<file path="src/logic/fb_pkg.sv">
// shared constants, types and abort code decode for the fieldbus error/sync block
package fb_pkg;
    // ------------------------------------------------------------------
    // clock and timing
    // ------------------------------------------------------------------
    localparam int CLK_HZ       = 25_000_000;
    localparam int CLK_NS       = 1_000_000_000 / CLK_HZ;
    localparam int T_HALF_MS_NS = 500_000;
    localparam int T_1MS_NS     = 1_000_000;
    localparam int T_8MS_NS     = 8_000_000;
    localparam int T_SDO_TO_NS  = 100_000;
    localparam int HALF_MS_CYC  = T_HALF_MS_NS / CLK_NS;
    localparam int MS1_CYC      = (T_1MS_NS + CLK_NS - 1) / CLK_NS;  // least time, round up
    localparam int MS8_CYC      = T_8MS_NS / CLK_NS;                 // longest time, round down
    localparam int SDO_TO_CYC   = T_SDO_TO_NS / CLK_NS;
    localparam int DC_TOL_CYC   = 2;
    localparam int CNT_W        = 18;
    localparam int TO_W         = 12;

    // ------------------------------------------------------------------
    // link encodings
    // ------------------------------------------------------------------
    localparam logic [2:0]  CCS_MAX     = 3'h4;
    localparam logic [15:0] EMCY_ALARM  = 16'hff00;
    localparam logic [15:0] EMCY_ESM    = 16'ha000;
    localparam logic [7:0]  ESM_CHANNEL = 8'h02;
    localparam logic [7:0]  ESM_DIAG    = 8'h0a;
    localparam logic [2:0]  PROF_TOP    = 3'h3;  // index[15:13] of the profile area

    typedef enum logic [1:0] {
        MODE_FREE = 2'h0,
        MODE_SM2  = 2'h1,
        MODE_DC   = 2'h2
    } sync_mode_t;

    typedef enum logic [4:0] {
        C_OK, C_ACC_UNSUP, C_WRITE_ONLY, C_READ_ONLY, C_NO_OBJ, C_NO_SUB,
        C_NOT_MAPPABLE, C_MAP_OVER, C_LEN, C_LEN_LONG, C_LEN_SHORT, C_RANGE,
        C_TOO_BIG, C_TOO_SMALL, C_MAX_LT_MIN, C_GENERAL, C_STORE, C_STORE_LOCAL,
        C_STORE_STATE, C_HW, C_PARAM_INCOMPAT, C_INT_INCOMPAT, C_NO_DICT,
        C_MEM_RANGE, C_TOGGLE, C_TIMEOUT, C_BAD_CCS
    } sdo_cause_t;

    // abort value for each failure cause
    function automatic logic [31:0] abort_code(input sdo_cause_t c);
        logic [31:0] v;
        v = 32'h0800_0000;
        case (c)
            C_TOGGLE:         v = 32'h0503_0000;
            C_TIMEOUT:        v = 32'h0504_0000;
            C_BAD_CCS:        v = 32'h0504_0001;
            C_MEM_RANGE:      v = 32'h0504_0005;
            C_ACC_UNSUP:      v = 32'h0601_0000;
            C_WRITE_ONLY:     v = 32'h0601_0001;
            C_READ_ONLY:      v = 32'h0601_0002;
            C_NO_OBJ:         v = 32'h0602_0000;
            C_NOT_MAPPABLE:   v = 32'h0604_0041;
            C_MAP_OVER:       v = 32'h0604_0042;
            C_PARAM_INCOMPAT: v = 32'h0604_0043;
            C_INT_INCOMPAT:   v = 32'h0604_0047;
            C_HW:             v = 32'h0606_0000;
            C_LEN:            v = 32'h0607_0010;
            C_LEN_LONG:       v = 32'h0607_0012;
            C_LEN_SHORT:      v = 32'h0607_0013;
            C_NO_SUB:         v = 32'h0609_0011;
            C_RANGE:          v = 32'h0609_0030;
            C_TOO_BIG:        v = 32'h0609_0031;
            C_TOO_SMALL:      v = 32'h0609_0032;
            C_MAX_LT_MIN:     v = 32'h0609_0036;
            C_STORE:          v = 32'h0800_0020;
            C_STORE_LOCAL:    v = 32'h0800_0021;
            C_STORE_STATE:    v = 32'h0800_0022;
            C_NO_DICT:        v = 32'h0800_0023;
            default:          v = 32'h0800_0000;
        endcase
        return v;
    endfunction
endpackage

</file>
<file path="src/logic/fb_link_if.sv">
// link between the fieldbus master end and the drive end
`timescale 1ns/1ns
interface fb_link_if;
    logic        req;        // service request strobe
    logic [2:0]  ccs;        // command specifier
    logic        seg;        // segment request, toggle checked
    logic        toggle;     // toggle bit of a segment
    logic [15:0] index;
    logic [7:0]  sub;
    logic        rsp;        // answer strobe
    logic        abort;      // answer is an abort
    logic [31:0] code;       // abort value
    logic        frame;      // output process-data frame received
    logic        sync0;      // distributed-clock pulse
    logic        emcy_valid;
    logic [63:0] emcy_data;  // byte 0 in bits 7:0
    logic        emcy_ready;

    modport dev (input req, ccs, seg, toggle, index, sub, frame, sync0, emcy_ready,
                 output rsp, abort, code, emcy_valid, emcy_data);
    modport mst (output req, ccs, seg, toggle, index, sub, frame, sync0, emcy_ready,
                 input rsp, abort, code, emcy_valid, emcy_data);
endinterface

</file>
<file path="src/logic/fb_drive_end.sv">
// drive end: service abort selection, emergency framing and sync timing
`timescale 1ns/1ns
module fb_drive_end
    import fb_pkg::*;
#(
    parameter int P_HALF = HALF_MS_CYC,
    parameter int P_MS1  = MS1_CYC,
    parameter int P_MS8  = MS8_CYC,
    parameter int P_TO   = SDO_TO_CYC
) (
    input  wire logic       i_mclk,
    input  wire logic       i_srst,
    fb_link_if.dev          link,
    input  wire sync_mode_t i_mode,
    output logic            o_app_tick,
    output logic            o_cycle_short,
    output logic            o_dc_bad,
    output logic            o_sdo_req,
    output logic [2:0]      o_sdo_ccs,
    output logic [15:0]     o_sdo_index,
    output logic [7:0]      o_sdo_sub,
    output logic [2:0]      o_sdo_axis,
    input  wire logic       i_sdo_done,
    input  wire sdo_cause_t i_sdo_cause,
    output logic            o_sdo_commit,
    input  wire logic       i_alarm,
    input  wire logic [7:0] i_alarm_axis,
    input  wire logic [7:0] i_alarm_code,
    input  wire logic [7:0] i_err_reg,
    input  wire logic       i_alarm_clear,
    input  wire logic       i_safeop_req,
    input  wire logic       i_map_unmappable,
    input  wire logic       i_map_wrong_dir,
    input  wire logic       i_map_other_axis,
    output logic            o_safeop_ok,
    output logic            o_safeop_fail
);
    // ------------------------------------------------------------------
    // state
    // ------------------------------------------------------------------
    typedef enum logic [1:0] {
        S_IDLE = 2'b01,
        S_WAIT = 2'b10
    } sdo_st_t;

    typedef struct packed {
        sdo_st_t          st;
        logic             exp_tog;
        logic [TO_W-1:0]  to_cnt;
        logic             rsp;
        logic             abort;
        logic [31:0]      code;
        logic             sreq;
        logic [2:0]       ccs;
        logic [15:0]      idx;
        logic [7:0]       sub;
        logic [2:0]       axis;
        logic             commit;
        logic [CNT_W-1:0] gap;
        logic [CNT_W-1:0] frun;
        logic             tick;
        logic             short;
        logic             dc_bad;
        logic             evalid;
        logic [63:0]      edata;
        logic             pend_al;
        logic             pend_esm;
        logic [7:0]       al_axis;
        logic [7:0]       al_code;
        logic [7:0]       al_reg;
        logic             al_sent;
        logic             sok;
        logic             sfail;
    } dev_st_t;

    localparam logic [CNT_W-1:0] GAP_SAT = '1;

    dev_st_t r;
    dev_st_t next_r;
    logic [CNT_W-1:0] ivl;
    logic             ev;
    logic             dc_ok;
    logic             al_new;
    logic             esm_fail;

    // ------------------------------------------------------------------
    // cycle measurement helpers
    // ------------------------------------------------------------------
    // interval ending at this event, events chosen by mode
    assign ivl = r.gap + CNT_W'(1);
    assign ev  = (i_mode == MODE_DC) ? link.sync0 : link.frame;
    assign dc_ok = ((ivl >= CNT_W'(P_HALF - DC_TOL_CYC)) && (ivl <= CNT_W'(P_HALF + DC_TOL_CYC)))
                || ((ivl >= CNT_W'(P_MS1 - DC_TOL_CYC)) && (ivl <= CNT_W'(P_MS8 + DC_TOL_CYC)));
    // an alarm equal to the last one sent is not reported again until i_alarm_clear
    assign al_new = i_alarm && !(r.al_sent && (r.al_axis == i_alarm_axis)
                              && (r.al_code == i_alarm_code));
    assign esm_fail = ((i_mode == MODE_DC) && r.dc_bad) || i_map_unmappable
                    || i_map_wrong_dir || i_map_other_axis;

    // ------------------------------------------------------------------
    // next state
    // ------------------------------------------------------------------
    always_comb begin
        next_r        = r;
        next_r.rsp    = 1'b0;
        next_r.sreq   = 1'b0;
        next_r.commit = 1'b0;
        next_r.tick   = 1'b0;
        next_r.sok    = 1'b0;
        next_r.sfail  = 1'b0;

        // service exchange, taken only in S_IDLE; a request during S_WAIT is ignored
        unique case (r.st)
            S_IDLE: begin
                if (link.req) begin
                    next_r.ccs = link.ccs;
                    next_r.idx = link.index;
                    next_r.sub = link.sub;
                    // profile index folded back to axis 1, axis number kept
                    if (link.index[15:13] == PROF_TOP) begin
                        next_r.axis = {1'b0, link.index[12:11]} + 3'h1;
                        next_r.idx  = {link.index[15:13], 2'b00, link.index[10:0]};
                    end else begin
                        next_r.axis = 3'h0;
                    end
                    if (link.ccs > CCS_MAX) begin
                        next_r.rsp   = 1'b1;
                        next_r.abort = 1'b1;
                        next_r.code  = abort_code(C_BAD_CCS);
                    end else if (link.seg && (link.toggle != r.exp_tog)) begin
                        next_r.rsp   = 1'b1;
                        next_r.abort = 1'b1;
                        next_r.code  = abort_code(C_TOGGLE);
                    end else begin
                        next_r.st     = S_WAIT;
                        next_r.sreq   = 1'b1;
                        next_r.to_cnt = '0;
                    end
                end
            end
            S_WAIT: begin
                next_r.to_cnt = r.to_cnt + TO_W'(1);
                if (i_sdo_done) begin
                    next_r.st  = S_IDLE;
                    next_r.rsp = 1'b1;
                    if (i_sdo_cause == C_OK) begin
                        next_r.abort   = 1'b0;
                        next_r.code    = 32'h0;
                        next_r.commit  = 1'b1;
                        next_r.exp_tog = link.seg ? ~r.exp_tog : 1'b0;
                    end else begin
                        // object stays as it was, one abort word returned
                        next_r.abort = 1'b1;
                        next_r.code  = abort_code(i_sdo_cause);
                    end
                end else if (r.to_cnt == TO_W'(P_TO - 1)) begin
                    next_r.st    = S_IDLE;
                    next_r.rsp   = 1'b1;
                    next_r.abort = 1'b1;
                    next_r.code  = abort_code(C_TIMEOUT);
                end
            end
        endcase

        // interval since the last event, saturating
        if (r.gap != GAP_SAT) begin
            next_r.gap = r.gap + CNT_W'(1);
        end
        if (ev) begin
            next_r.gap = '0;
            if (r.gap != GAP_SAT) begin
                if (i_mode == MODE_DC) begin
                    next_r.dc_bad = !dc_ok;
                end else begin
                    next_r.short = (ivl < CNT_W'(P_MS1));
                end
            end
        end

        // application tick: own timer, frame event or sync pulse
        next_r.frun = (r.frun == CNT_W'(P_MS1 - 1)) ? '0 : r.frun + CNT_W'(1);
        unique case (i_mode)
            MODE_FREE: next_r.tick = (r.frun == CNT_W'(P_MS1 - 1));
            MODE_SM2:  next_r.tick = link.frame;
            MODE_DC:   next_r.tick = link.sync0;
            default:   next_r.tick = 1'b0;
        endcase

        // emergency path: accepted message leaves, next pending one loads
        if (r.evalid && link.emcy_ready) begin
            next_r.evalid = 1'b0;
        end
        if (!r.evalid && r.pend_al) begin
            next_r.evalid  = 1'b1;
            next_r.pend_al = 1'b0;
            next_r.edata   = {24'h0, r.al_code, r.al_axis, r.al_reg,
                              EMCY_ALARM[15:8], EMCY_ALARM[7:0]};
        end else if (!r.evalid && r.pend_esm) begin
            next_r.evalid   = 1'b1;
            next_r.pend_esm = 1'b0;
            next_r.edata    = {32'h0, ESM_DIAG, ESM_CHANNEL,
                               EMCY_ESM[15:8], EMCY_ESM[7:0]};
        end

        // error events; a new event wins over a clear in the same cycle
        if (i_alarm_clear) begin
            next_r.al_sent = 1'b0;
        end
        if (al_new) begin
            next_r.pend_al = 1'b1;
            next_r.al_sent = 1'b1;
            next_r.al_axis = i_alarm_axis;
            next_r.al_code = i_alarm_code;
            next_r.al_reg  = i_err_reg;
        end
        if (i_safeop_req) begin
            next_r.sok   = !esm_fail;
            next_r.sfail = esm_fail;
            if (esm_fail) begin
                next_r.pend_esm = 1'b1;
            end
        end
    end

    // ------------------------------------------------------------------
    // registers
    // ------------------------------------------------------------------
    always_ff @(posedge i_mclk) begin
        if (i_srst) begin
            r     <= '0;
            r.st  <= S_IDLE;
            r.gap <= GAP_SAT;
        end else begin
            r <= next_r;
        end
    end

    // ------------------------------------------------------------------
    // outputs
    // ------------------------------------------------------------------
    assign link.rsp        = r.rsp;
    assign link.abort      = r.abort;
    assign link.code       = r.code;
    assign link.emcy_valid = r.evalid;
    assign link.emcy_data  = r.edata;
    assign o_app_tick      = r.tick;
    assign o_cycle_short   = r.short;
    assign o_dc_bad        = r.dc_bad;
    assign o_sdo_req       = r.sreq;
    assign o_sdo_ccs       = r.ccs;
    assign o_sdo_index     = r.idx;
    assign o_sdo_sub       = r.sub;
    assign o_sdo_axis      = r.axis;
    assign o_sdo_commit    = r.commit;
    assign o_safeop_ok     = r.sok;
    assign o_safeop_fail   = r.sfail;
endmodule

</file>
<file path="src/flat_wrapper.sv">
// flat-port wrapper written by rule: the top's interface ports become plain ports
module fb_drive_end_flat import fb_pkg::*;
#(
    parameter int P_HALF = HALF_MS_CYC,
    parameter int P_MS1  = MS1_CYC,
    parameter int P_MS8  = MS8_CYC,
    parameter int P_TO   = SDO_TO_CYC
)
  (i_mclk, i_srst, i_mode, o_app_tick, o_cycle_short, o_dc_bad, o_sdo_req, o_sdo_ccs, o_sdo_index, o_sdo_sub, o_sdo_axis, i_sdo_done, i_sdo_cause, o_sdo_commit, i_alarm, i_alarm_axis, i_alarm_code, i_err_reg, i_alarm_clear, i_safeop_req, i_map_unmappable, i_map_wrong_dir, i_map_other_axis, o_safeop_ok, o_safeop_fail, link_req, link_ccs, link_seg, link_toggle, link_index, link_sub, link_frame, link_sync0, link_emcy_ready, link_rsp, link_abort, link_code, link_emcy_valid, link_emcy_data);
  fb_link_if link_i ();
  input  wire logic i_mclk;
  input  wire logic i_srst;
  input  wire sync_mode_t i_mode;
  output logic o_app_tick;
  output logic o_cycle_short;
  output logic o_dc_bad;
  output logic o_sdo_req;
  output logic [2:0] o_sdo_ccs;
  output logic [15:0] o_sdo_index;
  output logic [7:0] o_sdo_sub;
  output logic [2:0] o_sdo_axis;
  input  wire logic i_sdo_done;
  input  wire sdo_cause_t i_sdo_cause;
  output logic o_sdo_commit;
  input  wire logic i_alarm;
  input  wire logic [7:0] i_alarm_axis;
  input  wire logic [7:0] i_alarm_code;
  input  wire logic [7:0] i_err_reg;
  input  wire logic i_alarm_clear;
  input  wire logic i_safeop_req;
  input  wire logic i_map_unmappable;
  input  wire logic i_map_wrong_dir;
  input  wire logic i_map_other_axis;
  output logic o_safeop_ok;
  output logic o_safeop_fail;
  input wire logic [$bits(link_i.req)-1:0] link_req;
  input wire logic [$bits(link_i.ccs)-1:0] link_ccs;
  input wire logic [$bits(link_i.seg)-1:0] link_seg;
  input wire logic [$bits(link_i.toggle)-1:0] link_toggle;
  input wire logic [$bits(link_i.index)-1:0] link_index;
  input wire logic [$bits(link_i.sub)-1:0] link_sub;
  input wire logic [$bits(link_i.frame)-1:0] link_frame;
  input wire logic [$bits(link_i.sync0)-1:0] link_sync0;
  input wire logic [$bits(link_i.emcy_ready)-1:0] link_emcy_ready;
  output wire logic [$bits(link_i.rsp)-1:0] link_rsp;
  output wire logic [$bits(link_i.abort)-1:0] link_abort;
  output wire logic [$bits(link_i.code)-1:0] link_code;
  output wire logic [$bits(link_i.emcy_valid)-1:0] link_emcy_valid;
  output wire logic [$bits(link_i.emcy_data)-1:0] link_emcy_data;
  assign link_i.req = link_req;
  assign link_i.ccs = link_ccs;
  assign link_i.seg = link_seg;
  assign link_i.toggle = link_toggle;
  assign link_i.index = link_index;
  assign link_i.sub = link_sub;
  assign link_i.frame = link_frame;
  assign link_i.sync0 = link_sync0;
  assign link_i.emcy_ready = link_emcy_ready;
  assign link_rsp = link_i.rsp;
  assign link_abort = link_i.abort;
  assign link_code = link_i.code;
  assign link_emcy_valid = link_i.emcy_valid;
  assign link_emcy_data = link_i.emcy_data;
  fb_drive_end #(.P_HALF(P_HALF), .P_MS1(P_MS1), .P_MS8(P_MS8), .P_TO(P_TO)) u_core (.i_mclk(i_mclk), .i_srst(i_srst), .link(link_i), .i_mode(i_mode), .o_app_tick(o_app_tick), .o_cycle_short(o_cycle_short), .o_dc_bad(o_dc_bad), .o_sdo_req(o_sdo_req), .o_sdo_ccs(o_sdo_ccs), .o_sdo_index(o_sdo_index), .o_sdo_sub(o_sdo_sub), .o_sdo_axis(o_sdo_axis), .i_sdo_done(i_sdo_done), .i_sdo_cause(i_sdo_cause), .o_sdo_commit(o_sdo_commit), .i_alarm(i_alarm), .i_alarm_axis(i_alarm_axis), .i_alarm_code(i_alarm_code), .i_err_reg(i_err_reg), .i_alarm_clear(i_alarm_clear), .i_safeop_req(i_safeop_req), .i_map_unmappable(i_map_unmappable), .i_map_wrong_dir(i_map_wrong_dir), .i_map_other_axis(i_map_other_axis), .o_safeop_ok(o_safeop_ok), .o_safeop_fail(o_safeop_fail));
endmodule
</file>
<file path="config.mk">
export PLATFORM = sky130hd
export DESIGN_NAME = fb_drive_end_flat
export DESIGN_NICKNAME = d
export VERILOG_FILES = /design/src/logic/fb_pkg.sv /design/src/logic/fb_link_if.sv /design/src/logic/fb_drive_end.sv /design/src/flat_wrapper.sv
export SDC_FILE = /design/constraint.sdc
export NUM_CORES = 1
export LEC_CHECK = 0
export BUFFER_PORTS_ARGS = -buffer_cell sky130_fd_sc_hd__buf_2
export CORE_AREA = 2 2 131 133
export CTS_CLUSTER_SIZE = 12
export DETAILED_ROUTE_END_ITERATION = 10
export DIE_AREA = 0 0 133 135
export GPL_TIMING_DRIVEN = 1
export HOLD_SLACK_MARGIN = 0.05
export PLACE_DENSITY_LB_ADDON = 0.1
export SKIP_CTS_REPAIR_TIMING = 1
export SYNTH_ARGS = -nofsm -noshare
export SYNTH_HDL_FRONTEND = slang
export SYNTH_SLANG_ARGS = --single-unit
</file>
<file path="constraint.sdc">
create_clock -name i_mclk -period 5.9 [get_ports i_mclk]
set_input_delay 0.885 -clock i_mclk [delete_from_list [all_inputs] [get_ports i_mclk]]
set_output_delay 0.885 -clock i_mclk [all_outputs]
set_load 0.05 [all_outputs]
</file>
# ---- Word-level counts from Yosys, hierarchy flattened
# Memory sizes are Yosys's and may differ from the RTL's.
# Index checks and enable logic that the tools add are counted.
dict set report word_totals {
  reg_bits 182
  rom_bits 448
  inputBits 73
  output_inout_bits 136
  word_cells 133
  memories 1
}
# memory words width rd rd_clocked_by_memory_dff write_ports line_no
set mem_list {}
lappend mem_list {{(name not given)} 32 14 1 0 0 fb_pkg.sv:48} ;# case (c)
dict set report classes {
  add_sub_neg 4
  magnitude_cmp 6
  n_eq_ne 16
  muxes 36
  bitwise 7
  n_reduce_logical 36
}
# op n
set op_table {}
lappend op_table {{$mux W34} 4}
lappend op_table {{$mux W65} 2}
lappend op_table {{$pmux W46 S2} 1}
lappend op_table {{$mux W77} 1}
lappend op_table {{$add A18 B1 Y18 const B} 2}
lappend op_table {{$mux W18} 2}
lappend op_table {{$mux W33} 1}
lappend op_table {{$mux W12} 2}
lappend op_table {{$eq A18 B15 Y1 const B} 1}
lappend op_table {{$ge A18 B14 Y1 const B} 1}
lappend op_table {{$ge A18 B15 Y1 const B} 1}
lappend op_table {{$le A18 B14 Y1 const B} 1}
lappend op_table {{$le A18 B18 Y1 const B} 1}
lappend op_table {{$lt A18 B15 Y1 const B} 1}
lappend op_table {{$ne A18 B18 Y1 const B} 1}
lappend op_table {{$eq A8 B8 Y1} 2}
lappend op_table {{$reduce_and A3 Y1} 5}
lappend op_table {{$mux W1} 14}
lappend op_table {{$mux W13} 1}
lappend op_table {{$add A12 B1 Y12 const B} 1}
lappend op_table {{$eq A12 B12 Y1 const B} 1}
lappend op_table {{$logic_and A1 B1 Y1} 10}
lappend op_table {{$mux W2} 5}
lappend op_table {{$reduce_bool A2 Y1} 4}
lappend op_table {{23 further kinds} 40}

# ---- Depth between registers and ports, before layout
# Gate-level depths: netlist of the first run.
dict set report depth {
  ltp_word 7
  depth_mapped 11
  ltp_nobuf 10
}

# ---- Worst setup path before layout of the first run
# OpenSTA, ideal clock, no wires.
dict set report synth_timing {
  path_kind {input -> register}
  from {input port i_alarm_code[7]}
  to {register u_core.r[17] (netlist name)}
  setup_ns 0.128
  t_arrival_ns 2.253
  required_time_ns 5.772
  setup_slack_ns 3.519
  stages 8
  path_buffers 2
  cell_sequence {xor2_1 nor4_1 nand3_1 o21ai_0 buf_2 buf_2 mux2i_1 nor2_1}
}
dict set report synth_via {
  elab_chain_cells 4
}
# element line_no
set synth_rtl {}
lappend synth_rtl {{start, declared} flat_wrapper.sv:27} ;# input wire logic [7:0] i_alarm_code;
lappend synth_rtl {{$eq A8 B8 Y1} fb_drive_end.sv:96} ;# && (r.al_code == i_alarm_code));
lappend synth_rtl {{$logic_and A1 B1 Y1} fb_drive_end.sv:96}
lappend synth_rtl {{$logic_not A1 Y1} fb_drive_end.sv:95} ;# assign al_new = i_alarm && !(r.al_sent && (r.al_axis == i_alarm_axis)
lappend synth_rtl {{$logic_and A1 B1 Y1} fb_drive_end.sv:95}
lappend synth_rtl {{end signal, assigned} fb_drive_end.sv:234} ;# r <= next_r;
lappend synth_rtl {{end, declared} fb_drive_end.sv:78} ;# dev_st_t r;
# No other way between the ends.
# A chain may end at the register's enable or synchronous reset.

# ---- Worst setup path after layout of the first run
dict set report layout_timing {
  from {register u_core.r[115] (netlist name)}
  to {register u_core.r, in the netlist u_core.o_dc_bad}
}
dict set report layout_via {
  elab_chain_cells 5
  elab_cells_between_ends 11
  classes_between {add/sub: 1; order compare: 4; eq/ne: 1; reduce/logical: 5}
}
# element line_no
set layout_rtl {}
lappend layout_rtl {{$add A18 B1 Y18} fb_drive_end.sv:90} ;# assign ivl = r.gap + CNT_W'(1);
lappend layout_rtl {{$ge A18 B14 Y1, or another cell as far along} fb_drive_end.sv:92} ;# assign dc_ok = ((ivl >= CNT_W'(P_HALF - DC_TOL_CYC)) && (ivl <= CNT_W'(P_HALF + DC_TOL_CYC)))
lappend layout_rtl {{$logic_and A1 B1 Y1 (on tied branches)} {fb_drive_end.sv:92, fb_drive_end.sv:93}}
lappend layout_rtl {{$logic_or A1 B1 Y1} fb_drive_end.sv:93} ;# || ((ivl >= CNT_W'(P_MS1 - DC_TOL_CYC)) && (ivl <= CNT_W'(P_MS8 + DC_TOL_CYC)));
lappend layout_rtl {{$logic_not A1 Y1} fb_drive_end.sv:173} ;# next_r.dc_bad = !dc_ok;
# Parallel ways exist; a longest one is shown, timed or not.

==> results of run 1 <==
## where the power goes
part	internal (µW)	switching (µW)	total, µW
registers	1120	54.1	1180
clock network	586	425	1010
logic	137	373	510
## layout by cell type, fill, tap and decap left out, types with 4 or more instances in the layout
cell       instances
inv_1             13
nor3_1            18
nand2b_1           7
buf_2            157
xnor2_1           20
ha_1              10
buf_4              7
xor2_1            43
a32oi_1            5
a31oi_1           10
nand3_1           32
a22oi_1           29
clkbuf_16         17
nor2b_1            8
a21oi_1           51
nor4_1             9
clkinv_2           5
mux2i_1           29
or3_1              7
nand2_1          100
and2_1             5
conb_1            50
nor2_1           129
nor3b_1            6
and3_1             7
dfxtp_1          158
nand4_1            5
a221oi_1           4
o21ai_0           38
nand3b_1           4
## metrics by stage
stage | instances | area [µm²] | worst slack (ps)
2_1_floorplan | 1021 | 8260 | 3520
3_3_place_gp | 1230 | 8210 | 3010
3_5_place_dp | 1230 | 8210 | 3020
4_1_cts | 1261 | 8760 | 2970
5_1_grt | 1261 | 8760 | 2660
6_report | 1261 | 8760 | 2940
## sequential cells by signal, summed over array words and instances, names as in the netlist, 3 cells and up
register	flops
u_core.r	78
u_core.link.emcy_data	26
u_core.o_sdo_index	16
u_core.link.code	14
u_core.o_sdo_sub	8
u_core.o_sdo_axis	3
u_core.o_sdo_ccs	3
## cells by family after synthesis
group | count (synthesis) | synth area share (%)
and+or+nand+nor | 354 | 20.4
buffers and inverters | 188 | 15.0
AOI/OAI and AO/OA | 167 | 13.2
DFF | 158 | 39.2
xor gates and xnor gates | 63 | 6.83
muxes | 31 | 3.87
adders and majority gates | 10 | 1.55
other | 1 | 0.0464
## final timing paths
kind | slack (ps) | endpoint | start
setup / recovery | 2940 | u_core.o_dc_bad | u_core.r[115]
hold / removal | 450 | u_core.r[97] | u_core.r[97]
setup reg to reg | 2940 | u_core.o_dc_bad | u_core.r[115]
hold reg to reg | 450 | u_core.r[97] | u_core.r[97]
## layout make-up
class	instances	area, µm²
Clock inverter	11	95.1
Clock buffer	20	447
Fill cell	1637	7650
Timing Repair Buffer	164	838
Multi-Input combinational cell	675	3890
Inverter	13	48.8
Tap cell	220	275
Sequential cell	158	3160
## per-layer routing
metal	wire, µm	part of all wire [%]
met5	0	0
met4	250	1.4
met3	1360	7.6
met2	8170	46
met1	8100	45
==> summary.txt, run 1 <==
Setup path
  – Slowest stage cell, crit path: ha_1
  – Critical path peak fanout: 16
  – CP Depth: 9
  – Worst Reg-to-Reg Cells: 9
  – Slowest stage delay, CP: 630 ps
  – CP startpoint kind: flip-flop
  – Crit end category: flip-flop
  – WP buf/inv: 1
  – CP required: 6190 ps
  – Crit path cell chain: ha_1 -> inv_1 -> nor3_2 -> a31oi_1 -> nor4_1 -> nand3_1 -> mux2_2 -> o211ai_1 -> a21oi_1
  – Arrival @ worst endpoint: 3250 ps
  – Crit Path Category: reg2reg
  – Delay-heaviest family, CP: simple AND/OR/NAND/NOR gates

Routing
  – Drt wl/cell: 14.2 µm
  – Via count: 6474
  – Post-route ant nets: 0
  – Final wirelength: 17900 µm
  – Initial DRC Count: 341
  – DRT Pass-1 Iters: 5
  – DRC: 0
  – Vias per cell: 5.13

GRT
  – Tot GR Track Use: between 15 and 20%
  – Met3 Use GR: 5.74%
  – Largest net degree at the start of global routing: 76
  – Gr ovfl total: 0
  – First-pass GRT wire length: 28700 µm
  – Top Usage Layer GRT: met2
  – M1 GR Usage: between 20% and 30%
  – Initial antenna violation count: 0
  – Number of global-route vias before repair: 5907
  – Met2 Track Usage GR: 31.5%

Placed design
  – Hpwl dp: 12600 µm
  – RePlAce Congestion: 0.875
  – Port Buffer Count: between 150 and 200

STA
  – Period Utilization, post-route: between 50% and 60%
  – Layout Skew: between 7 and 8 ps
  – Final Setup Violations: 0
  – RSZ-0062 raised after global routing: false
  – Slew Limit Fails: 0
  – Final Hold Fails: 0
  – Min cycle time layout: 2960 ps
  – Max_slew headroom: between 20% and 30%
  – Peak Freq: 0.338 GHz
  – Setup_tns: 0 ps
  – Slew of the pin with the lowest slew margin: 1140 ps
  – Worst Hold Margin: roughly 450 ps

Layout
  – Synth-to-Final Area Change: 8.45%
  – Final core occ: 53.4%
  – Nets: 1112
  – Layout cells sized above 1: 20.1%
  – Ant diodes: 0

Clocking
  – CTS tree: built
  – CTS buffer count: 17
  – Clk Latency, worst-skew pair: roughly 420 ps
  – Clk Tree Root Cell: clkbuf_16
  – CTS H-tree depth: 4
  – CTS sink count: 158
  – Clock Path Buffers: 2
  – Clock-pin transition on the worst setup and hold timing paths: 60 ps

Logic synthesis
  – Seq/Total Area, Yosys: around 39%
  – Synth async-reset ratio: 0%
  – Post-synth top area cell: dfxtp_1
  – Syn Inst Count: 972
  – Mapped Area: 0.00807 mm²
  – Syn avg cell area: 8.31 µm²
  – Most area-consuming cells after synthesis: dfxtp_1, buf_4, nor2_1
  – Post-synth EDFFs: 0
  – Synth Warn #: 0
  – Seq cells post-synth: 158
  – Leading cell types by count after synthesis: dfxtp_1, buf_4, nor2_1, nand2_1, a21oi_1
  – Count leader, synth: dfxtp_1
  – Top-area cell type share of the netlist area: just under 40%
  – Most used DFF post-synth: dfxtp_1
  – Unique cell type count in the Yosys netlist: 61

Power
  – Pwr Density: 308 mW/mm²
  – Pwr Total: 2700 µW
  – VDD IR max: ~0.20 mV
  – Lkg Pwr: 0.00380 µW

Floorplan
  – Core footprint: 0.0164 mm²
  – Row Count: 47
  – Chip height: roughly 140 µm
  – Die Footprint: 0.0180 mm²
  – Initial core utilization: 49.2%
  – Width of the die: 133 µm
  – # IOs: 209

Min path
  – Hold depth: 1
  – Hold Crit Class: reg2reg

Outcome
  – Outcome: finished, final reports clean

Flow run
  – Max-Cap Viols: 0
Power figures use the tool's default switching activity.
==> inputs of run 2 (changes only) <==
CORE_AREA = 2 2 133 135   (was 2 2 131 133)
DIE_AREA = 0 0 135 137   (was 0 0 133 135)
clock period = 2.4 ns   (was 5.9 ns; I/O delays follow)
==> summary.txt, run 2 (synthesis results as in run 1) <==
Setup path
  – Crit Path Category: reg2reg
  – Critical path peak fanout: 7 (-9)
  – Crit end category: flip-flop
  – CP required: 2740 ps (-3450 ps)
  – CP startpoint kind: flip-flop
  – Arrival @ worst endpoint: 2590 ps (-660 ps)

Floorplan
  – # IOs: 209 (unchanged)
  – Die Footprint: 0.0185 mm² (+3.0%)
  – Initial core utilization: 47.3% (-1.9 points)
  – Chip height: 137 µm (+1.5%)
  – Core footprint: 0.0171 mm² (+4.0%)
  – Width of the die: 135 µm (+1.5%)
  – Row Count: 48 (+2.1%)

Power
  – Lkg Pwr: 0.00394 µW (+3.7%)
  – VDD IR max: 0.517 mV (+160%)
  – Pwr Density: 742 mW/mm² (+140%)

Placed design
  – Placed cell areas: 0.00846 mm² (+3.0%)
  – Place WS: 124 ps (-2890 ps)
  – Port Buffer Count: 158 (unchanged)
  – RePlAce Congestion: 0.887 (+1.4%)
  – Hpwl dp: 13300 µm (+5.3%)

STA
  – Layout Skew: 8.70 ps (+1.03 ps)
  – Min cycle time layout: 2250 ps (-710 ps)
  – Final Hold Fails: 0 (unchanged)
  – Slew of the pin with the lowest slew margin: 806 ps (-338 ps)
  – Slew Limit Fails: 0 (unchanged)
  – Peak Freq: 0.444 GHz (+32%)
  – Final WS setup: 150 ps (-2790 ps)
  – Period Utilization, post-route: 93.8% (+44 points)
  – Max_slew headroom: 46.2% (+23 points)
  – Final Setup Violations: 0 (unchanged)

Min path
  – Hold Crit Class: in2reg

GRT
  – Gr ovfl total: 0 (unchanged)
  – First-pass GRT wire length: 29200 µm (+1.6%)
  – Tot GR Track Use: 19.7% (about the same)
  – Initial antenna violation count: 1 (+1)
  – Number of global-route vias before repair: 5842 (-1.1%)
  – Largest net degree at the start of global routing: 74 (-2.6%)

Layout
  – Max reg flops: 78 (unchanged)
  – Nets: 1141 (+2.6%)
  – Synth-to-Final Area Change: 11.9%
  – Sequential Area: 0.00317 mm² (+0.12%)
  – Commonest cells after routing, fill and taps aside: buf_2, dfxtp_1, nor2_1
  – Multi-input gate area: 0.00392 mm² (+0.80%)
  – Biggest register: u_core.r
  – Filler cells: 1663 (+1.6%)
  – Ant diodes: 0 (unchanged)
  – Most common cell after layout, fill and taps aside: buf_2
  – Layout cells sized above 1: 23.1% (+3.0 points)
  – Fin area: 0.00904 mm² (+3.2%)

Routing
  – Via count: 6554 (+1.2%)
  – Final wirelength: 18500 µm (+3.4%)
  – DRC: 0 (unchanged)
  – Drt wl/cell: 14.3 µm (+0.70%)
  – Vias per cell: 5.06 (-1.4%)
  – DRT Pass-1 Iters: 5 (unchanged)
  – Post-route ant nets: 0 (unchanged)
  – Initial DRC Count: 400 (+17%)

Clocking
  – Clock-pin transition on the worst setup and hold timing paths: 70 ps (about the same)
  – Clk Tree Root Cell: clkbuf_16
  – CTS sink count: 158 (unchanged)
  – CTS buffer count: 17 (unchanged)
  – CTS tree: built
  – CTS H-tree depth: 4 (unchanged)
  – Clk Latency, worst-skew pair: 420 ps (about the same)
  – Clock Path Buffers: 2 (unchanged)

Outcome
  – Outcome: finished, final reports clean

Flow run
  – Max-Cap Viols: 0 (unchanged)
-- run 2: cell types whose count changed in the layout (fill, tap and decap cells not counted), sizes merged --
cell,delta
buf,+29
bufinv,-1
clkinv,-6
clkinvlp,+4
inv,+3
-- run 2: power by group --
part	internal (µW)	switching, µW
logic	402	970
clock network	1380	1090
registers	2760	109
-- run 2: per-stage QoR --
| stage | hold WS [ps] | utilization [%] | cells | total power [µW] | TNS (ps) |
|---|---|---|---|---|---|
| 2_1_floorplan | 418 | - | 1021 | 4060 | 0 |
| 3_5_place_dp | 442 | 49.6 | 1264 | 4280 | 0 |
| 6_report | 178 | 53.0 | 1295 | 6710 | 0 |
| 3_3_place_gp | 433 | 49.6 | 1264 | 4280 | 0 |
| 4_1_cts | 160 | 52.8 | 1295 | 6780 | 0 |
| 5_1_grt | 160 | 53.0 | 1295 | 7040 | -0.0306 |
-- run 2: layout make-up --
type | count | share of cell area, %
well taps | 225 | 3.11
multi-input cells | 675 | 43.4
inverters | 13 | 0.540
clock inverters | 11 | 0.927
flip-flops and latches | 158 | 35.0
clock buffers | 20 | 5.05
repair buffers | 193 | 12.0
-- run 2: critical path, cell delays in order, from the launching register on --
cell,delay (ps)
dfxtp_1,450
nand3_2,170
or2_1,300
or3_1,350
mux2_2,260
a2bb2oi_1,140
a211oi_2,220
o211ai_1,120
a21oi_1,150
-- run 2: worst paths after layout --
kind,from,end,slack (ps),cells after the start
setup reg to reg,u_core.r[127],u_core.o_dc_bad,150,8
hold / removal,i_err_reg[4],u_core.r[7],180,3
hold reg to reg,u_core.o_sdo_index[10],u_core.o_sdo_index[10],450,2
setup / recovery,u_core.r[127],u_core.o_dc_bad,150,8
-- run 2: metal layers --
metal	GRT usage [%]	up-vias	wire [µm]	share of wire, %
met4	5.56	2	245	1.3
met5	0	-	11	0.059
met3	6.63	24	1380	7.4
met1	25.9	3010	8730	47
met2	30.9	205	8130	44
li1	-	3313	-	-
==> inputs of run 3 (changes only) <==
ABC_AREA = 1   (was unset)
CORE_AREA = 2 2 135 137   (was 2 2 133 135)
DIE_AREA = 0 0 137 139   (was 0 0 135 137)
==> summary.txt, run 3 <==
STA
  – Period Utilization, post-route: 86.7% (-7.1 points)
  – Layout Skew: 10.2 ps (+1.54 ps)
  – Setup_tns: 0 ps (unchanged)
  – Final Setup Violations: 0 (unchanged)
  – Min cycle time layout: 2080 ps (-171 ps)
  – Slew of the pin with the lowest slew margin: 820 ps (+13.7 ps)
  – Final Hold Fails: 0 (unchanged)
  – Peak Freq: 0.481 GHz (+8.2%)
  – RSZ-0062 raised after global routing: false
  – Slew Limit Fails: 0 (unchanged)
  – Max_slew headroom: 45.3% (-0.98 points)

Logic synthesis
  – Synth async-reset ratio: 0% (unchanged)
  – Seq/Total Area, Yosys: 37.6% (-1.6 points)
  – Top-area cell type share of the netlist area: 37.6% (-1.6 points)
  – Syn Inst Count: 1185 (+22%)
  – Leading cell types by count after synthesis: nand2_1, dfxtp_1, nor2_1, buf_4, inv_1
  – Count leader, synth: nand2_1
  – Mapped Area: 0.00841 mm² (+4.2%)
  – Most used DFF post-synth: dfxtp_1
  – Unique cell type count in the Yosys netlist: 50 (-18%)
  – Post-synth EDFFs: 0 (unchanged)
  – Syn avg cell area: 7.10 µm² (-15%)
  – Seq cells post-synth: 158 (unchanged)
  – Synth Warn #: 0 (unchanged)
  – Post-synth top area cell: dfxtp_1
  – Most area-consuming cells after synthesis: dfxtp_1, nand2_1, buf_4

Power
  – Switching share of power: 32.9% (+0.55 points)
  – Int Power: 4790 µW (+5.5%)
  – Sw power: 2350 µW (+8.2%)
  – Clock power frac: 40.1% (+3.3 points)
  – Pwr Density: 767 mW/mm² (+3.4%)
  – VDD IR max: 0.513 mV (-0.86%)
  – Lkg Pwr: 0.00424 µW (+7.6%)
  – Sequential power share: 40.3% (-2.4 points)
  – Comb pwr share: 19.6% (-0.9 points)

Setup path
  – Crit end category: flip-flop
  – Critical path peak fanout: 6 (-1)
  – WP buf/inv: 1 (+1)
  – Delay-heaviest family, CP: simple AND/OR/NAND/NOR gates
  – CP most frequent cell: nand2_1
  – CP startpoint kind: flip-flop
  – CP required: 2690 ps (-50 ps)
  – Arrival @ worst endpoint: 2370 ps (-220 ps)
  – Slowest stage delay, CP: 410 ps (-40 ps)
  – Crit Path Category: reg2reg
  – Crit path cell chain: ha_1 -> nand3_1 -> nor2_1 -> nand3_1 -> nand2_1 -> nand2_1 -> inv_1 -> nand2_1 -> nor2_1 -> nand3_1 -> nand3_1 -> nand2_1 -> nand2_1 -> a21oi_2
  – Slowest stage cell, crit path: dfxtp_1

GRT
  – First-pass GRT wire length: 31800 µm (+9.0%)
  – Number of global-route vias before repair: 6573 (+13%)
  – Largest net degree at the start of global routing: 55 (-26%)
  – Gr ovfl total: 0 (unchanged)
  – Initial antenna violation count: 0 (-1)
  – Tot GR Track Use: 20.6% (+0.89 points)

Routing
  – Drt wl/cell: 13.3 µm (-7.0%)
  – Initial DRC Count: 355 (-11%)
  – Final wirelength: 20000 µm (+7.9%)
  – Vias per cell: 4.86 (-3.9%)
  – DRC: 0 (unchanged)
  – Post-route ant nets: 0 (unchanged)
  – Via count: 7310 (+12%)
  – DRT Pass-1 Iters: 4 (-1)

Floorplan
  – # IOs: 209 (unchanged)
  – Die Footprint: 0.0190 mm² (+3.0%)
  – Chip height: 139 µm (+1.5%)
  – Width of the die: 137 µm (+1.5%)
  – Initial core utilization: 47.6% (+0.30 points)
  – Row Count: 49 (+2.1%)
  – Core footprint: 0.0177 mm² (+3.5%)

Clocking
  – Clk Latency, worst-skew pair: 430 ps (about the same)
  – CTS sink count: 158 (unchanged)
  – Clock Path Buffers: 2 (unchanged)
  – CTS H-tree depth: 4 (unchanged)
  – Clk Tree Root Cell: clkbuf_16
  – CTS tree: built
  – Clock-pin transition on the worst setup and hold timing paths: 70 ps (about the same)
  – CTS buffer count: 17 (unchanged)

Layout
  – Commonest cells after routing, fill and taps aside: nand2_1, buf_2, dfxtp_1
  – Max reg flops: 78 (unchanged)
  – Filler cells: 1826 (+9.8%)
  – Biggest register: u_core.r
  – Fin area: 0.00930 mm² (+2.9%)
  – Sequential Area: 0.00316 mm² (-0.12%)
  – Most common cell after layout, fill and taps aside: nand2_1
  – Final core occ: 52.7% (-0.33 points)
  – Multi-input gate area: 0.00396 mm² (+1.1%)
  – Ant diodes: 0 (unchanged)
  – Synth-to-Final Area Change: 10.6%
  – Layout cells sized above 1: 20.5% (-2.6 points)
  – Nets: 1344 (+18%)

Placed design
  – RePlAce Congestion: 0.868 (-2.1%)
  – Placed cell areas: 0.00868 mm² (+2.5%)
  – Hpwl dp: 14600 µm (+9.8%)
  – Port Buffer Count: 158 (unchanged)

Flow run
  – Max-Cap Viols: 0 (unchanged)

Min path
  – Hold Crit Class: in2reg

Outcome
  – Outcome: finished, final reports clean
==> run 3: power by group through the flow <==
stage	sequential (µW)	clock, µW	combinational, µW
after floorplan	2930	0	1210
after global placement	2930	0	1400
after detailed placement	2930	0	1400
after CTS	2870	2910	1400
after global routing	2890	3020	1530
final	2870	2860	1400
==> run 3: cell families after synthesis <==
family | synth area share [%]
other | 0.0446
multiplexers | 0.119
buffers and inverters | 17.5
XOR/XNOR | 1.35
flip-flops | 37.6
AND/OR/NAND/NOR | 28.3
AO/OA/AOI/OAI | 13.6
adder cells (fa/ha/maj) | 1.49
==> run 3: area by class of cell <==
class,instances,area share [%]
clock buffers,17,4.57
clock inverters,15,2.13
inverters,102,4.12
multi-input cells,812,42.6
flip-flops and latches,158,34.0
well taps,229,3.08
repair buffers,170,9.47
==> run 3: per-layer routing <==
metal	vias up	wire [µm]	GRT usage (%)	share of wire (%)
met5	-	0	0	0
met1	3301	9460	27.3	47
met3	19	1120	4.46	5.6
met2	179	9130	33.3	46
met4	0	238	6.24	1.2
li1	3811	-	-	-
==> run 3: worst register-to-register path: cells and delay by family (launching register included) <==
family | cells | cell delay (ps)
AOI/OAI and AO/OA | 1 | 50
adders and majority gates | 1 | 300
buffers and inverters | 1 | 100
DFF | 1 | 410
and+or+nand+nor | 11 | 1090
==> run 3: path summary, 6_finish.rpt <==
check	startpoint	slack, ps	endpoint	depth (start not counted)
hold / removal	link_index[6]	170	u_core.o_sdo_index[6]	3
setup / recovery	u_core.r[116]	320	u_core.o_dc_bad	14
hold reg to reg	u_core.r[97]	450	u_core.r[97]	1
setup reg to reg	u_core.r[116]	320	u_core.o_dc_bad	14
==> run 3: stage by stage <==
stage / power, µW / instances / hold slack, ps / setup WS (ps)
after floorplan: 4140 / 1234 / 418 / 569
after global placement: 4320 / 1471 / 434 / 382
after detailed placement: 4330 / 1471 / 435 / 327
after CTS: 7180 / 1503 / 160 / 314
after global routing: 7440 / 1503 / 163 / 35.8
final: 7130 / 1503 / 174 / 320
